<file path="config.mk">
export PLATFORM = sky130hd
export DESIGN_NAME = twou_top
export DESIGN_NICKNAME = d
export VERILOG_FILES = /design/src/design/twou_pkg.sv /design/src/design/twou_top.sv
export SDC_FILE = /design/constraint.sdc
export NUM_CORES = 1
export LEC_CHECK = 0
export BUFFER_PORTS_ARGS = -buffer_cell sky130_fd_sc_hd__buf_2
export CAP_MARGIN = 20
export CORE_MARGIN = 2
export CORE_UTILIZATION = 40
export CTS_CLUSTER_SIZE = 25
export DETAILED_ROUTE_END_ITERATION = 8
export PLACE_DENSITY = 0.69
export SYNTH_ARGS = -nofsm -noshare
export SYNTH_HDL_FRONTEND = slang
export SYNTH_SLANG_ARGS = --single-unit
</file>
<file path="constraint.sdc">
create_clock -name clk -period 2.85 [get_ports clk]
set_input_delay 0.57 -clock clk [delete_from_list [all_inputs] [get_ports clk]]
set_output_delay 0.57 -clock clk [all_outputs]
set_load 0.02 [all_outputs]
</file>
<file path="src/design/twou_pkg.sv">
// constants and types for the timer waveform output unit
`default_nettype none
package twou_pkg;
    localparam int CNT_W = 8;
    localparam logic [7:0] CNT_BOTTOM = 8'h00;
    localparam logic [7:0] CNT_MAX = 8'hff;
    localparam logic [7:0] CNT_RESET = 8'h00;
    localparam logic [7:0] CMP_RESET = 8'h00;
    localparam logic OUT_RESET = 1'b0;
    // waveform mode codes
    localparam logic [2:0] WM_NORMAL = 3'h0;
    localparam logic [2:0] WM_CLEAR_ON_MATCH = 3'h2;
    localparam logic [2:0] WM_FAST_MAX = 3'h3;
    localparam logic [2:0] WM_FAST_CMPA = 3'h7;
    localparam int TOP_SELECT_POS = 2;
    // output mode codes
    localparam logic [1:0] OM_OFF = 2'h0;
    localparam logic [1:0] OM_TOGGLE = 2'h1;
    localparam logic [1:0] OM_CLEAR = 2'h2;
    localparam logic [1:0] OM_SET = 2'h3;
    // register offsets of the plain register port
    localparam logic [2:0] REG_CONTROL = 3'h0;
    localparam logic [2:0] REG_COUNTER = 3'h1;
    localparam logic [2:0] REG_COMPARE_A = 3'h2;
    localparam logic [2:0] REG_COMPARE_B = 3'h3;
    localparam logic [2:0] REG_FLAGS = 3'h4;
    localparam logic [2:0] REG_FORCE = 3'h5;
    // control field positions
    localparam int CTL_WM_LSB = 0;
    localparam int CTL_OMA_LSB = 3;
    localparam int CTL_OMB_LSB = 5;
    localparam logic [7:0] CTL_RESET = 8'h00;
    // flag bit positions
    localparam int FLG_OVF = 0;
    localparam int FLG_CMPA = 1;
    localparam int FLG_CMPB = 2;
    localparam int FRC_A = 0;
    localparam int FRC_B = 1;

    typedef enum logic [2:0] {
        WK_NONE = 3'b001,
        WK_NONPWM = 3'b010,
        WK_FAST = 3'b100
    } twou_kind_t;

    typedef struct packed {
        logic [7:0] ctl;
        logic [7:0] counter_value;
        logic [7:0] cmp_a_act;
        logic [7:0] cmp_b_act;
        logic [7:0] cmp_a_buf;
        logic [7:0] cmp_b_buf;
        logic match_a_p;
        logic match_b_p;
        logic block_p;
        logic overflow_flag;
        logic compare_flag_a;
        logic compare_flag_b;
        logic chan_a_output;
        logic chan_b_output;
        logic pin_a_o;
        logic pin_a_oe;
        logic pin_b_o;
        logic pin_b_oe;
        logic [7:0] rdata;
    } twou_state_t;
endpackage
`default_nettype wire

</file>
<file path="src/design/twou_top.sv">
// timer waveform output unit: counter, compare, waveform and pin override
// Functional notes
// - output mode bits of each channel choose the output register action at next match.
// - system reset clears each channel's output register to zero.
// - nonzero output mode overrides port value; direction bit still gates visibility.
// - pin override behaves identically in every waveform mode.
// - output mode zero leaves output register unchanged at match, every mode.
// - new output mode acts at next match; force strobe acts now in non-pwm.
// - counter sequence depends only on waveform mode, never on output mode.
// - normal mode counts up each timer tick, wrapping ff to 00.
// - normal and clear-on-match set overflow flag when counter wraps max to zero, except when a compare a match clears it at max.
// - clear-on-match mode clears counter when it matches compare value a.
// - clear-on-match compare a is unbuffered; written below count, wraps past ff.
// - clear-on-match sets compare flag a each time counter reaches top.
// - clear-on-match toggle mode flips channel a output on every match.
// - fast pwm is code 3 or 7; top is ff or compare value a.
// - fast pwm counts up to top, cleared on next timer tick.
// - fast pwm sets overflow flag each time counter reaches top.
// - fast pwm mode two clears on match, sets at top-to-zero; three inverts.
// - fast pwm toggle on channel a only when top-select bit set; not b.
// - fast pwm compare zero gives spike; compare max gives constant level.
// - fast pwm compare registers are double buffered.
// - buffered compare copies to active only at top, never at bottom.
// - match sets compare flag next timer tick; writing one clears it.
// - forced compare updates output only; no flag, no counter change.
//
// Local design decisions: the strobed register port and the register offsets.
`default_nettype none
module twou_top
    import twou_pkg::*;
#(
    // the state layout is fixed; other shapes are refused below
    parameter int COUNT_WIDTH = CNT_W,
    parameter int CHANNELS = 2
) (
    input wire logic clk,
    input wire logic reset,
    input wire logic timer_tick,
    input wire logic [2:0] reg_addr,
    input wire logic [7:0] reg_wdata,
    input wire logic reg_write,
    input wire logic reg_read,
    output logic [7:0] reg_rdata,
    input wire logic port_value_a,
    input wire logic port_value_b,
    input wire logic compare_pin_direction_a,
    input wire logic compare_pin_direction_b,
    output logic pin_a_o,
    output logic pin_a_oe,
    output logic pin_b_o,
    output logic pin_b_oe,
    output logic overflow_flag,
    output logic compare_flag_a,
    output logic compare_flag_b
);
    import twou_pkg::*;

    twou_state_t s_q;
    twou_state_t s_d;

    // refuse shapes the fixed state layout cannot serve
    if (COUNT_WIDTH != CNT_W) begin : g_width_check
        $error("twou_top: only an 8-bit counter is supported");
    end
    if (CHANNELS != 2) begin : g_channel_check
        $error("twou_top: exactly two compare channels are supported");
    end

    // waveform kind decode, shared by counter and output logic
    function automatic twou_kind_t kind_of(input logic [2:0] wm);
        if (wm == WM_NORMAL || wm == WM_CLEAR_ON_MATCH) begin
            kind_of = WK_NONPWM;
        end else if (wm == WM_FAST_MAX || wm == WM_FAST_CMPA) begin
            kind_of = WK_FAST;
        end else begin
            kind_of = WK_NONE;
        end
    endfunction

    // output action for one channel at a match event
    function automatic logic match_action(input logic cur, input logic [1:0] om,
                                          input twou_kind_t k, input logic tog_ok);
        match_action = cur;
        unique case (om)
            OM_OFF: match_action = cur;
            OM_TOGGLE: match_action = (k == WK_NONPWM || tog_ok) ? ~cur : cur;
            OM_CLEAR: match_action = 1'b0;
            OM_SET: match_action = 1'b1;
        endcase
    endfunction

    // output mode field of channel a, read by the match logic and the pin override
    function automatic logic [1:0] om_a_of(input logic [7:0] ctl);
        om_a_of = ctl[CTL_OMA_LSB +: 2];
    endfunction

    // output mode field of channel b
    function automatic logic [1:0] om_b_of(input logic [7:0] ctl);
        om_b_of = ctl[CTL_OMB_LSB +: 2];
    endfunction

    // strobe decode for one register index
    function automatic logic hits(
        input logic strobe,
        input logic [2:0] addr,
        input logic [2:0] want
    );
        hits = strobe && (addr == want);
    endfunction

    // sticky flag: a hardware set beats a write-one clear in the same cycle
    function automatic logic flag_next(
        input logic cur,
        input logic ev,
        input logic clr
    );
        if (ev) begin
            flag_next = 1'b1;
        end else if (clr) begin
            flag_next = 1'b0;
        end else begin
            flag_next = cur;
        end
    endfunction

    // a match counts unless a counter write blocked it or the mode is unhandled
    function automatic logic match_ok(
        input logic eq,
        input logic blocked,
        input twou_kind_t k
    );
        match_ok = eq && !blocked && (k != WK_NONE);
    endfunction

    // pin value: the compare output replaces the port value whenever its mode is nonzero
    function automatic logic pin_next(
        input logic [1:0] om,
        input logic chan,
        input logic port
    );
        pin_next = (om != OM_OFF) ? chan : port;
    endfunction

    // next non-pwm level of one channel: act only on a real match
    function automatic logic nonpwm_next(
        input logic cur,
        input logic [1:0] om,
        input logic hit
    );
        if (hit) begin
            nonpwm_next = match_action(cur, om, WK_NONPWM, 1'b1);
        end else begin
            nonpwm_next = cur;
        end
    endfunction

    // level a fast pwm channel takes as the counter leaves top
    function automatic logic top_level(input logic [1:0] om);
        top_level = (om == OM_CLEAR);
    endfunction

    // next fast pwm level of one channel; the top action wins over a match at top
    function automatic logic fast_next(
        input logic cur,
        input logic [1:0] om,
        input logic at_top,
        input logic hit,
        input logic ignore,
        input logic tog_ok
    );
        if (at_top && om[1]) begin
            fast_next = top_level(om);
        end else if (hit && !ignore) begin
            fast_next = match_action(cur, om, WK_FAST, tog_ok);
        end else begin
            fast_next = cur;
        end
    endfunction

    logic [2:0] wm;
    logic [1:0] om_a;
    logic [1:0] om_b;
    twou_kind_t kind;
    logic [7:0] top;
    logic at_top;
    logic wrap;
    logic clear_now;
    logic eq_a;
    logic eq_b;
    logic hit_a;
    logic hit_b;
    logic flg_write;
    logic clr_ovf;
    logic clr_cmp_a;
    logic clr_cmp_b;
    logic ovf_ev;
    logic ma_ev;
    logic mb_ev;
    logic frc_a;
    logic frc_b;
    logic fast_ignore_a;

    always_comb begin
        s_d = s_q;
        wm = s_q.ctl[CTL_WM_LSB +: 3];
        om_a = om_a_of(s_q.ctl);
        om_b = om_b_of(s_q.ctl);
        kind = kind_of(wm);
        top = (wm == WM_CLEAR_ON_MATCH || wm == WM_FAST_CMPA) ? s_q.cmp_a_act : CNT_MAX;
        at_top = (s_q.counter_value == top);
        eq_a = (s_q.counter_value == s_q.cmp_a_act);
        eq_b = (s_q.counter_value == s_q.cmp_b_act);
        hit_a = match_ok(eq_a, s_q.block_p, kind);
        hit_b = match_ok(eq_b, s_q.block_p, kind);
        flg_write = hits(reg_write, reg_addr, REG_FLAGS);
        clr_ovf = flg_write && reg_wdata[FLG_OVF];
        clr_cmp_a = flg_write && reg_wdata[FLG_CMPA];
        clr_cmp_b = flg_write && reg_wdata[FLG_CMPB];
        frc_a = hits(reg_write, reg_addr, REG_FORCE) && reg_wdata[FRC_A] && kind == WK_NONPWM;
        frc_b = hits(reg_write, reg_addr, REG_FORCE) && reg_wdata[FRC_B] && kind == WK_NONPWM;
        wrap = 1'b0;
        clear_now = 1'b0;
        ovf_ev = 1'b0;
        ma_ev = 1'b0;
        mb_ev = 1'b0;
        fast_ignore_a = 1'b0;

        if (timer_tick) begin
            s_d.block_p = 1'b0;
            // unhandled modes raise no match and so no flag
            s_d.match_a_p = hit_a;
            s_d.match_b_p = hit_b;
            // flag rises the tick after the match is seen
            ma_ev = s_q.match_a_p;
            mb_ev = s_q.match_b_p;
            unique case (kind)
                WK_NONPWM: begin
                    // unbuffered compare can be skipped past
                    clear_now = (wm == WM_CLEAR_ON_MATCH) && hit_a;
                    wrap = (s_q.counter_value == CNT_MAX) && !clear_now;
                    ovf_ev = wrap;
                    s_d.counter_value = clear_now ? CNT_BOTTOM : s_q.counter_value + 8'h01;
                end
                WK_FAST: begin
                    clear_now = at_top;
                    ovf_ev = at_top;
                    s_d.counter_value = at_top ? CNT_BOTTOM : s_q.counter_value + 8'h01;
                    // reload at top, glitch free period
                    if (at_top) begin
                        s_d.cmp_a_act = s_q.cmp_a_buf;
                        s_d.cmp_b_act = s_q.cmp_b_buf;
                    end
                end
                default: begin
                    // counter held for unhandled codes
                end
            endcase
            // output on match
            if (kind == WK_NONPWM) begin
                s_d.chan_a_output = nonpwm_next(s_q.chan_a_output, om_a, hit_a);
                s_d.chan_b_output = nonpwm_next(s_q.chan_b_output, om_b, hit_b);
            end else if (kind == WK_FAST) begin
                // top action wins over a match at top
                fast_ignore_a = (s_q.cmp_a_act == top) && om_a[1];
                s_d.chan_a_output = fast_next(s_q.chan_a_output, om_a, at_top, hit_a,
                                              fast_ignore_a, wm[TOP_SELECT_POS]);
                s_d.chan_b_output = fast_next(s_q.chan_b_output, om_b, at_top, hit_b,
                                              (s_q.cmp_b_act == top) && om_b[1], 1'b0);
            end
        end

        // force touches only the output
        if (frc_a) begin
            s_d.chan_a_output = match_action(s_q.chan_a_output, om_a, kind, 1'b1);
        end
        if (frc_b) begin
            s_d.chan_b_output = match_action(s_q.chan_b_output, om_b, kind, 1'b0);
        end

        // flags: set wins over a write-one clear
        s_d.overflow_flag = flag_next(s_q.overflow_flag, ovf_ev, clr_ovf);
        s_d.compare_flag_a = flag_next(s_q.compare_flag_a, ma_ev, clr_cmp_a);
        s_d.compare_flag_b = flag_next(s_q.compare_flag_b, mb_ev, clr_cmp_b);

        // register index map: 0 control (mode [2:0], channel a output mode [4:3],
        // channel b output mode [6:5]), 1 counter, 2 compare a, 3 compare b,
        // 4 flags (write one to clear), 5 force strobes; other indices are ignored
        // software writes; a counter write beats counting and blocks next match
        if (reg_write) begin
            unique case (reg_addr)
                REG_CONTROL: s_d.ctl = reg_wdata; // acts at next match
                REG_COUNTER: begin
                    s_d.counter_value = reg_wdata;
                    s_d.block_p = 1'b1;
                    s_d.match_a_p = 1'b0;
                    s_d.match_b_p = 1'b0;
                end
                REG_COMPARE_A: begin
                    // fast pwm waits for top; elsewhere a value below the count is missed
                    s_d.cmp_a_buf = reg_wdata;
                    if (kind != WK_FAST) s_d.cmp_a_act = reg_wdata;
                end
                REG_COMPARE_B: begin
                    // same buffering as compare a
                    s_d.cmp_b_buf = reg_wdata;
                    if (kind != WK_FAST) s_d.cmp_b_act = reg_wdata;
                end
                default: begin
                end
            endcase
        end

        // read data one cycle later; unmapped reads zero
        s_d.rdata = 8'h00;
        if (reg_read) begin
            unique case (reg_addr)
                REG_CONTROL: s_d.rdata = s_q.ctl;
                REG_COUNTER: s_d.rdata = s_q.counter_value;
                REG_COMPARE_A: s_d.rdata = s_q.cmp_a_buf;
                REG_COMPARE_B: s_d.rdata = s_q.cmp_b_buf;
                REG_FLAGS: s_d.rdata = {5'h00, s_q.compare_flag_b, s_q.compare_flag_a,
                                        s_q.overflow_flag};
                default: s_d.rdata = 8'h00;
            endcase
        end

        // pin override, same in every mode
        s_d.pin_a_o = pin_next(om_a_of(s_d.ctl), s_d.chan_a_output, port_value_a);
        s_d.pin_b_o = pin_next(om_b_of(s_d.ctl), s_d.chan_b_output, port_value_b);
        s_d.pin_a_oe = compare_pin_direction_a;
        s_d.pin_b_oe = compare_pin_direction_b;
    end

    always_ff @(posedge clk) begin
        if (reset) begin
            s_q <= '0; // output registers start at zero
            s_q.ctl <= CTL_RESET;
            s_q.counter_value <= CNT_RESET;
            s_q.cmp_a_act <= CMP_RESET;
            s_q.cmp_b_act <= CMP_RESET;
            s_q.cmp_a_buf <= CMP_RESET;
            s_q.cmp_b_buf <= CMP_RESET;
            s_q.chan_a_output <= OUT_RESET;
            s_q.chan_b_output <= OUT_RESET;
            // pins start released and low, flags clear, no match pending
            s_q.match_a_p <= 1'b0;
            s_q.match_b_p <= 1'b0;
            s_q.block_p <= 1'b0;
            s_q.overflow_flag <= 1'b0;
            s_q.compare_flag_a <= 1'b0;
            s_q.compare_flag_b <= 1'b0;
            s_q.pin_a_o <= 1'b0;
            s_q.pin_a_oe <= 1'b0;
            s_q.pin_b_o <= 1'b0;
            s_q.pin_b_oe <= 1'b0;
            s_q.rdata <= 8'h00;
        end else begin
            s_q <= s_d;
        end
    end

    assign reg_rdata = s_q.rdata;
    assign pin_a_o = s_q.pin_a_o;
    assign pin_a_oe = s_q.pin_a_oe;
    assign pin_b_o = s_q.pin_b_o;
    assign pin_b_oe = s_q.pin_b_oe;
    assign overflow_flag = s_q.overflow_flag;
    assign compare_flag_a = s_q.compare_flag_a;
    assign compare_flag_b = s_q.compare_flag_b;
endmodule
`default_nettype wire

</file>
==> run_results.csv, run 1 <==
group,metric,value,unit
yosys,synth_cells,516,
floorplan,initial_core_util,40.86,%
final_layout,antenna_cells,0,
clocking,cts_root_buffer,"clkbuf_8",
floorplan,fp.dieW,106.2,um
yosys,synth_fp_nets,537,
timing,fin_skew,0.005112,ns
final_layout,layout.nets,546,
yosys,synth_cell_type_count,62,
route,wl,12.35,mm
clocking,clk-insertion-delay-late,0.35,ns
placement,place.gp.congestion,0.9480,
timing,hold_ws,0.4324,ns
route,top_layer_used,"met4",
pwr,leakagePower,1.594,nW
yosys,synth_top_area_cell,"dfxtp_1",
clocking,numCtsBuffers,9,
clocking,clock_path_buffers,2,
placement,portBuffers,34,
floorplan,die_area,11280,um^2
outcome,status,"completed",
placement,dp_hpwl,8.752,mm
timing,max_freq,0.3787,GHz
worst_setup_path,critPathCapture,"pin_b_o",
route,drtIter0Drc,281,
final_layout,drive_above_1_share,16.04,%
grt,overflow,0,
worst_setup_path,r2r-start,"s_q[59]",
flow_run,drv_cap,0,
timing,final-hold-violation-count,0,
hold_path,hold_path.class,"input pin to flop",
route,via_count,3898,
pwr,ir_drop,0.0002211,V
route,dr_wl_met2,5.533,mm
yosys,synth_top_area_share,32.57,%
yosys,ys.flop_type,"dfxtp_1",
worst_setup_path,cp.required,3.07,ns
worst_setup_path,crit_fanout,9,
route,drc,0,
yosys,syn_area,4180,um^2
worst_setup_path,start_kind,"flop",
grt,grt_pass1_vias,3632,
yosys,ys_ff_latch,68,
final_layout,mostFrequentLayoutCell,"nand2_1",
worst_setup_path,path_class,"flop to flop",
clocking,cts.sinks,68,
route,wl_per_cell,18.54,um
clocking,postCtsHoldBufs,0,
final_layout,area_delta_synth_final,7.602,%
grt,grt_max_degree,41,
pwr,p_per_area,483.7,nW/um^2
yosys,async_reset_ff_share,0,%
timing,rsz0062_at_grt,"false",
timing,drv_slew,0,
clocking,cts_resized,0,
floorplan,core-area,10230,um^2
worst_setup_path,reg2reg_setup_slack,0.21,ns
yosys,ys_warn_count,0,
hold_path,hold_depth,2,
route,ant_nets,0,
timing,relSlewSlack,62.21,%
timing,setup_viol,0,
timing,worstMarginPinSlew,0.5616,ns
timing,setup_tns,0,ns
yosys,ys_seq_area_share,32.57,%
floorplan,rows,37,
worst_setup_path,crit_start,"s_q[59]",
route,via_per_inst,5.853,
route,wl_met1,5.417,mm
grt,grt_use_total,22.56,%
timing,post-route-min-period,2.640,ns
clocking,cts.clk_slew.worst_paths,0.08,ns
floorplan,io_pins,35,
worst_setup_path,r2r-end,"pin_b_o",
yosys,synth_top_cells_by_area,"dfxtp_1, nand2_1, mux2i_1",
grt,antenna_found_initial,0,
worst_setup_path,cp-end-kind,"flop",
clocking,htree_levels,3,
yosys,postSynthAreaPerCell,8.101,um^2
worst_setup_path,reg2reg_depth,8,
route,route.met3.wl,913,um
floorplan,die_height,106.2,um
final_layout,layout_common_cells,"nand2_1, dfxtp_1, nor2_1",
route,drtPass1Iterations,5,
timing,period_share,92.64,%
clocking,post-cts-setup-buffers,0,
grt,grt_first_pass_wirelength,19.67,mm
yosys,synth_edf_count,0,
worst_setup_path,cp.arrival,2.86,ns
clocking,cts_tree,"yes",
-- power by group --
group	internal [W]	leakage [nW]	switching, W
clock	0.000453	0.106	0.000401
sequential	0.000981	0.552	0.0000480
combinational	0.000114	0.936	0.000178
total	0.00155	1.59	0.000627
-- sequential cells by signal (all words and copies together) (netlist names) --
name            count
om_a                2
pin_a_oe            1
pin_a_o             1
s_q                49
pin_b_oe            1
compare_flag_b      1
compare_flag_a      1
pin_b_o             1
reg_rdata           8
overflow_flag       1
om_b                2
-- metal layers --
metal	vias to the layer above	global-route usage [%]
li1	1848	-
met1	1849	30.68
met2	164	34.20
met3	37	4.598
met4	0	10.53
met5	-	0
-- layout make-up --
type                    count  area, um^2
repair buffers             49       295.3
clock buffers              11       151.4
fillers                   989        5733
multi-input cells         395        2452
inverters                   2       7.507
flip-flops and latches     68        1361
well taps                 136       170.2
clock inverters             5       60.06
-- through the flow --
| step | util [%] | total power (W) | setup slack, ns | cell area (um^2) | cells |
|---|---|---|---|---|---|
| 2_1_floorplan | - | 0.001247 | 0.6245 | 4180 | 516 |
| 3_3_place_gp | 41.90 | 0.001331 | 0.3532 | 4287 | 650 |
| 3_5_place_dp | 41.90 | 0.001335 | 0.3078 | 4287 | 650 |
| 4_1_cts | 43.96 | 0.002185 | 0.2389 | 4498 | 666 |
| 5_1_grt | 43.96 | 0.002259 | 0.08455 | 4498 | 666 |
| 6_report | 43.96 | 0.002176 | 0.2097 | 4498 | 666 |
-- cell families (layout without fill, tap and decap cells) --
group	count (synthesis)	in the layout	share of synthesized area, %
xor gates and xnor gates	21	21	4.849
AOI/OAI and AO/OA	118	118	19.34
muxes	32	32	8.171
DFF	68	68	32.57
adders and majority gates	1	1	0.2993
and+or+nand+nor	223	223	26.01
buffers and inverters	53	67	8.770
-- worst min path at each step --
stage,startpoint,end,slack [ns]
final,compare_pin_direction_b,pin_b_oe,0.43
after global routing,compare_pin_direction_b,pin_b_oe,0.42
after CTS,compare_pin_direction_b,pin_b_oe,0.42
after detailed placement,s_q[67],s_q[67],0.46
after global placement,s_q[67],s_q[67],0.45
after floorplan,s_q[67],s_q[67],0.44
-- worst max-delay path: stages (launching register included) --
cell      delay, ns
dfxtp_1        0.62
xor2_1         0.13
nor4_1         0.50
buf_4          0.21
nand3_1        0.07
o2111a_1       0.29
a211o_1        0.23
a211oi_1       0.31
a311oi_1       0.15
-- cells in the mapped netlist, drive strengths merged (10+ instances only) --
cell type,number
nand4,11
nand3,16
nor2,60
clkbuf,28
xnor2,11
a21oi,39
nand2,75
buf,23
xor2,10
dfxtp,68
and2,10
mux2i,27
o21ai,12
a211oi,22
Note: power is estimated with default switching activity, not from simulation.
==> run 2, diff against run 1 <==
--- a/config.mk
+++ b/config.mk
@@ -12,6 +12,7 @@
 export CTS_CLUSTER_SIZE = 25
 export DETAILED_ROUTE_END_ITERATION = 8
 export PLACE_DENSITY = 0.69
+export SETUP_SLACK_MARGIN = 0.4
 export SYNTH_ARGS = -nofsm -noshare
 export SYNTH_HDL_FRONTEND = slang
 export SYNTH_SLANG_ARGS = --single-unit
==> run_results.csv, run 2 (synthesis results as in run 1) <==
group,metric,value,unit
placement,place.gp.congestion,0.9480,
hold_path,holdPathEnd,"pin_b_oe",
placement,dp_hpwl,8.752,mm
grt,grt_use_total,22.60,%
clocking,numCtsBuffers,9,
grt,grt_pass1_vias,3634,
clocking,clk-insertion-delay-late,0.35,ns
clocking,cts.sinks,68,
route,ant_nets,0,
route,via_count,3904,
route,drtIter0Drc,255,
timing,period_share,82.18,%
route,wl_per_cell,18.58,um
timing,setup_tns,0,ns
worst_setup_path,path_class,"flop to flop",
floorplan,fp.dieW,106.2,um
clocking,cts_root_buffer,"clkbuf_8",
floorplan,io_pins,35,
worst_setup_path,crit_fanout,9,
timing,final-hold-violation-count,0,
final_layout,area_delta_synth_final,8.471,%
timing,fin_skew,0.006025,ns
final_layout,drive_above_1_share,18.05,%
clocking,clock_path_buffers,2,
timing,rsz0062_at_grt,"true",
clocking,cts_tree,"yes",
worst_setup_path,reg2reg_setup_slack,0.51,ns
outcome,status,"completed",
worst_setup_path,cp.arrival,2.56,ns
grt,grt_max_degree,41,
final_layout,largest-register,"s_q",
route,drc,0,
flow_run,drv_cap,0,
timing,drv_slew,0,
timing,setup_ws,0.5079,ns
clocking,postCtsHoldBufs,0,
hold_path,hold_path.class,"input pin to flop",
clocking,cts.clk_slew.worst_paths,0.08,ns
timing,max_freq,0.4270,GHz
final_layout,n_fill_cell,989,
floorplan,die_area,11280,um^2
final_layout,mostFrequentLayoutCell,"nand2_1",
pwr,total_power,0.002187,W
floorplan,initial_core_util,40.86,%
route,drtPass1Iterations,5,
worst_setup_path,cp-end-kind,"flop",
pwr,p_per_area,482.3,nW/um^2
final_layout,antenna_cells,0,
worst_setup_path,cp.required,3.07,ns
floorplan,rows,37,
timing,relSlewSlack,62.85,%
worst_setup_path,r2r-end,"pin_b_o",
placement,place_area,4287,um^2
worst_setup_path,reg2reg_depth,8,
grt,antenna_found_initial,0,
final_layout,multi_input_area,2466,um^2
clocking,htree_levels,3,
timing,hold_ws,0.4305,ns
final_layout,largest_reg_flops,49,
final_layout,fin_area,4534,um^2
timing,setup_viol,0,
pwr,leakagePower,1.607,nW
timing,worstMarginPinSlew,0.5552,ns
final_layout,layout_common_cells,"nand2_1, dfxtp_1, nor2_1",
worst_setup_path,r2r-start,"s_q[59]",
grt,grt_first_pass_wirelength,19.69,mm
timing,post-route-min-period,2.342,ns
worst_setup_path,start_kind,"flop",
route,wl,12.41,mm
pwr,ir_drop,0.0002217,V
grt,overflow,0,
placement,portBuffers,34,
floorplan,die_height,106.2,um
floorplan,core-area,10230,um^2
final_layout,ff_latch_area,1369,um^2
final_layout,layout.nets,548,
route,via_per_inst,5.844,
hold_path,hold_depth,2,
placement,place_ws,0.3078,ns
hold_path,min_from,"compare_pin_direction_b",
==> run 2: cell count changes in the layout (fill, tap and decap cells not counted) <==
cell / before / now
buf_4: 14 / 16
dfxtp_2: 0 / 6
nor4_1: 3 / 1
nor4_2: 0 / 2
dfxtp_1: 68 / 62
and3b_2: 0 / 1
and3b_1: 2 / 1
==> run 2: worst max-delay path by stage <==
stage                           start      end  slack, ns  cells after the start
after floorplan           reg_addr[0]  s_q[49]       0.62                      7
after global placement        s_q[59]  pin_b_o       0.35                      8
after detailed placement      s_q[59]  pin_b_o       0.31                      8
after CTS                     s_q[62]  s_q[48]       0.43                      8
after global routing          s_q[43]  pin_b_o       0.36                      8
final                         s_q[59]  pin_b_o       0.51                      8
==> run 2: layout make-up <==
cell class,count,area share [%]
tap,136,3.753
sequential,68,30.19
timing repair buffer,51,6.843
clock inverter,5,1.325
multi-input combinational,395,54.39
clock buffer,11,3.339
inverter,2,0.1656
==> run 2: metal layers <==
metal / part of all wire [%] / up-vias / track usage, %
li1: - / 1851 / -
met1: 43 / 1842 / 30.60
met2: 45 / 175 / 34.43
met3: 7.4 / 36 / 4.598
met4: 4.1 / 0 / 10.53
met5: 0 / - / 0
==> run 2: stage by stage <==
| step | utilization [%] | std cells |
|---|---|---|
| 2_1_floorplan | - | 516 |
| 3_3_place_gp | 41.90 | 650 |
| 3_5_place_dp | 41.90 | 650 |
| 4_1_cts | 44.04 | 666 |
| 5_1_grt | 44.32 | 668 |
| 6_report | 44.32 | 668 |
==> run 2: worst max-delay path, cell delays in order (launching register included) <==
cell      delay [ns]
dfxtp_2         0.48
xor2_1          0.13
nor4_2          0.39
buf_4           0.18
nand3_1         0.07
o2111a_1        0.28
a211o_1         0.23
a211oi_1        0.30
a311oi_1        0.14
==> run 2: report_power, final <==
part | internal [W] | switching [W]
Clock | 0.000453 | 0.000404
Combinational | 0.000119 | 0.000180
Sequential | 0.000981 | 0.0000484
Total | 0.00155 | 0.000633
==> run 2: repair_timing <==
item / in CTS / in global routing
cloned: 0 / 0
resized for setup: 2 / 7
buffers inserted: 0 / 2
setup endpoints to repair: 2 / 23
pin swaps: 0 / 1
==> run 3, diff against run 2 <==
--- a/config.mk
+++ b/config.mk
@@ -11,7 +11,7 @@
 export CORE_UTILIZATION = 40
 export CTS_CLUSTER_SIZE = 25
 export DETAILED_ROUTE_END_ITERATION = 8
-export PLACE_DENSITY = 0.69
+export PLACE_DENSITY = 0.71
 export SETUP_SLACK_MARGIN = 0.4
 export SYNTH_ARGS = -nofsm -noshare
 export SYNTH_HDL_FRONTEND = slang
==> constraint.sdc (replaced) <==
create_clock -name clk -period 2 [get_ports clk]
set_input_delay 0.4 -clock clk [delete_from_list [all_inputs] [get_ports clk]]
set_output_delay 0.4 -clock clk [all_outputs]
set_load 0.02 [all_outputs]
==> run_results.csv, run 3 (synthesis results as in run 1) <==
group,metric,value,unit
floorplan,rows,37,
final_layout,n_fill_cell,950,
outcome,status,"finished, violations left",
route,wl,13.84,mm
worst_setup_path,cp.arrival,2.32,ns
pwr,ir_drop,0.0003078,V
timing,setup_tns,-0.7829,ns
clocking,cts.sinks,68,
clocking,clk-insertion-delay-late,0.35,ns
timing,final-hold-violation-count,0,
timing,post-route-min-period,2.079,ns
route,via_per_inst,5.879,
grt,grt_use_total,24.70,%
grt,grt_first_pass_wirelength,21.52,mm
final_layout,fin_util,51.35,%
clocking,clock_path_buffers,2,
worst_setup_path,start_kind,"flop",
final_layout,largest-register,"s_q",
floorplan,fp.dieW,106.2,um
clocking,postCtsHoldBufs,0,
floorplan,die_area,11280,um^2
timing,rsz0062_at_grt,"true",
placement,dp_hpwl,9.790,mm
outcome,violations,"setup timing",
clocking,cts.clk_slew.worst_paths,0.08,ns
grt,antenna_found_initial,0,
worst_setup_path,path_class,"flop to flop",
flow_run,drv_cap,0,
placement,place.gp.congestion,0.9338,
timing,setup_ws,-0.07874,ns
route,drc,0,
route,ant_nets,0,
final_layout,area_delta_synth_final,25.68,%
worst_setup_path,reg2reg_setup_slack,-0.08,ns
worst_setup_path,cp.required,2.24,ns
placement,place_ws,-0.1887,ns
grt,grt_pass1_vias,4065,
final_layout,layout_common_cells,"nand2_1, buf_4, nor2_1",
route,drtIter0Drc,386,
final_layout,ff_latch_area,1389,um^2
final_layout,largest_reg_flops,49,
clocking,cts_root_buffer,"clkbuf_8",
floorplan,io_pins,35,
final_layout,mostFrequentLayoutCell,"nand2_1",
clocking,numCtsBuffers,9,
floorplan,initial_core_util,40.86,%
route,via_count,4280,
timing,worstMarginPinSlew,0.5518,ns
final_layout,antenna_cells,0,
clocking,htree_levels,3,
timing,setup_viol,24,
grt,grt_max_degree,41,
final_layout,layout.nets,609,
route,wl_per_cell,19.01,um
pwr,total_power,0.003067,W
floorplan,die_height,106.2,um
worst_setup_path,crit_fanout,8,
final_layout,multi_input_area,2726,um^2
timing,fin_skew,0.008992,ns
clocking,cts_tree,"yes",
timing,max_freq,0.4811,GHz
pwr,leakagePower,1.962,nW
placement,portBuffers,34,
floorplan,core-area,10230,um^2
final_layout,drive_above_1_share,33.45,%
timing,relSlewSlack,63.13,%
timing,period_share,103.9,%
route,drtPass1Iterations,7,
timing,drv_slew,0,
worst_setup_path,cp-end-kind,"flop",
hold_path,hold_path.class,"input pin to flop",
grt,overflow,0,
pwr,p_per_area,583.9,nW/um^2
==> run 3: cell types whose count changed in the layout (fill, tap and decap cells not counted), moves of 5 or more <==
cell | previous run | this run
buf_4 | 16 | 70
dfxtp_1 | 62 | 54
a211oi_1 | 22 | 17
a21oi_1 | 39 | 34
a21oi_2 | 0 | 5
buf_6 | 0 | 5
==> run 3: area by class of cell <==
| type | instances | area share (%) |
|---|---|---|
| Tap cell | 136 | 3.239 |
| Multi-Input combinational cell | 396 | 51.89 |
| Sequential cell | 68 | 26.43 |
| Inverter | 2 | 0.1429 |
| Clock inverter | 6 | 0.7621 |
| Timing Repair Buffer | 111 | 15.17 |
| Clock buffer | 9 | 2.358 |
==> run 3: critical path, stage by stage, from the launching register on <==
cell and delay [ns]:
dfxtp_2 0.34, xnor2_1 0.14, nor4bb_2 0.17, buf_4 0.13, and3b_2 0.24, a211o_4 0.41
nand2_4 0.13, nand4b_1 0.11, a311oi_2 0.29
==> run 3: where the power goes <==
| group | total, W | internal, W | switching [W] | leakage, nW |
|---|---|---|---|---|
| Combinational | 0.000605 | 0.000273 | 0.000332 | 1.32 |
| Clock | 0.00101 | 0.000443 | 0.000568 | 0.0818 |
| Sequential | 0.00145 | 0.00140 | 0.0000537 | 0.560 |
==> run 3: what timing repair did <==
action | in CTS | in global routing
pin swaps | 13 | 14
buffers inserted | 4 | 2
cloned | 1 | 1
endpoints found under the setup margin | 30 | 31
gates resized for setup | 30 | 23
==> run 3: path summary, 6_finish.rpt <==
path         depth (start not counted)       end                     from
min reg2reg                          2   s_q[67]                  s_q[67]
max                                  8   s_q[56]                  s_q[53]
min                                  2  pin_b_oe  compare_pin_direction_b
max reg2reg                          8   s_q[56]                  s_q[53]
==> run 3: metrics by stage <==
stage | instances | hold slack [ns] | cell area [um^2]
2_1_floorplan | 516 | 0.4357 | 4350
3_3_place_gp | 705 | 0.4449 | 4808
3_5_place_dp | 705 | 0.4495 | 4808
4_1_cts | 725 | 0.2539 | 5099
5_1_grt | 728 | 0.2615 | 5254
6_report | 728 | 0.2625 | 5254
==> run 3: routing by layer <==
layer	part of all wire (%)	track usage [%]	vias up
li1	-	-	1980
met1	41	31.51	2041
met4	4.6	12.12	0
met5	0	0	-
met2	47	40.02	212
met3	8.0	4.537	47
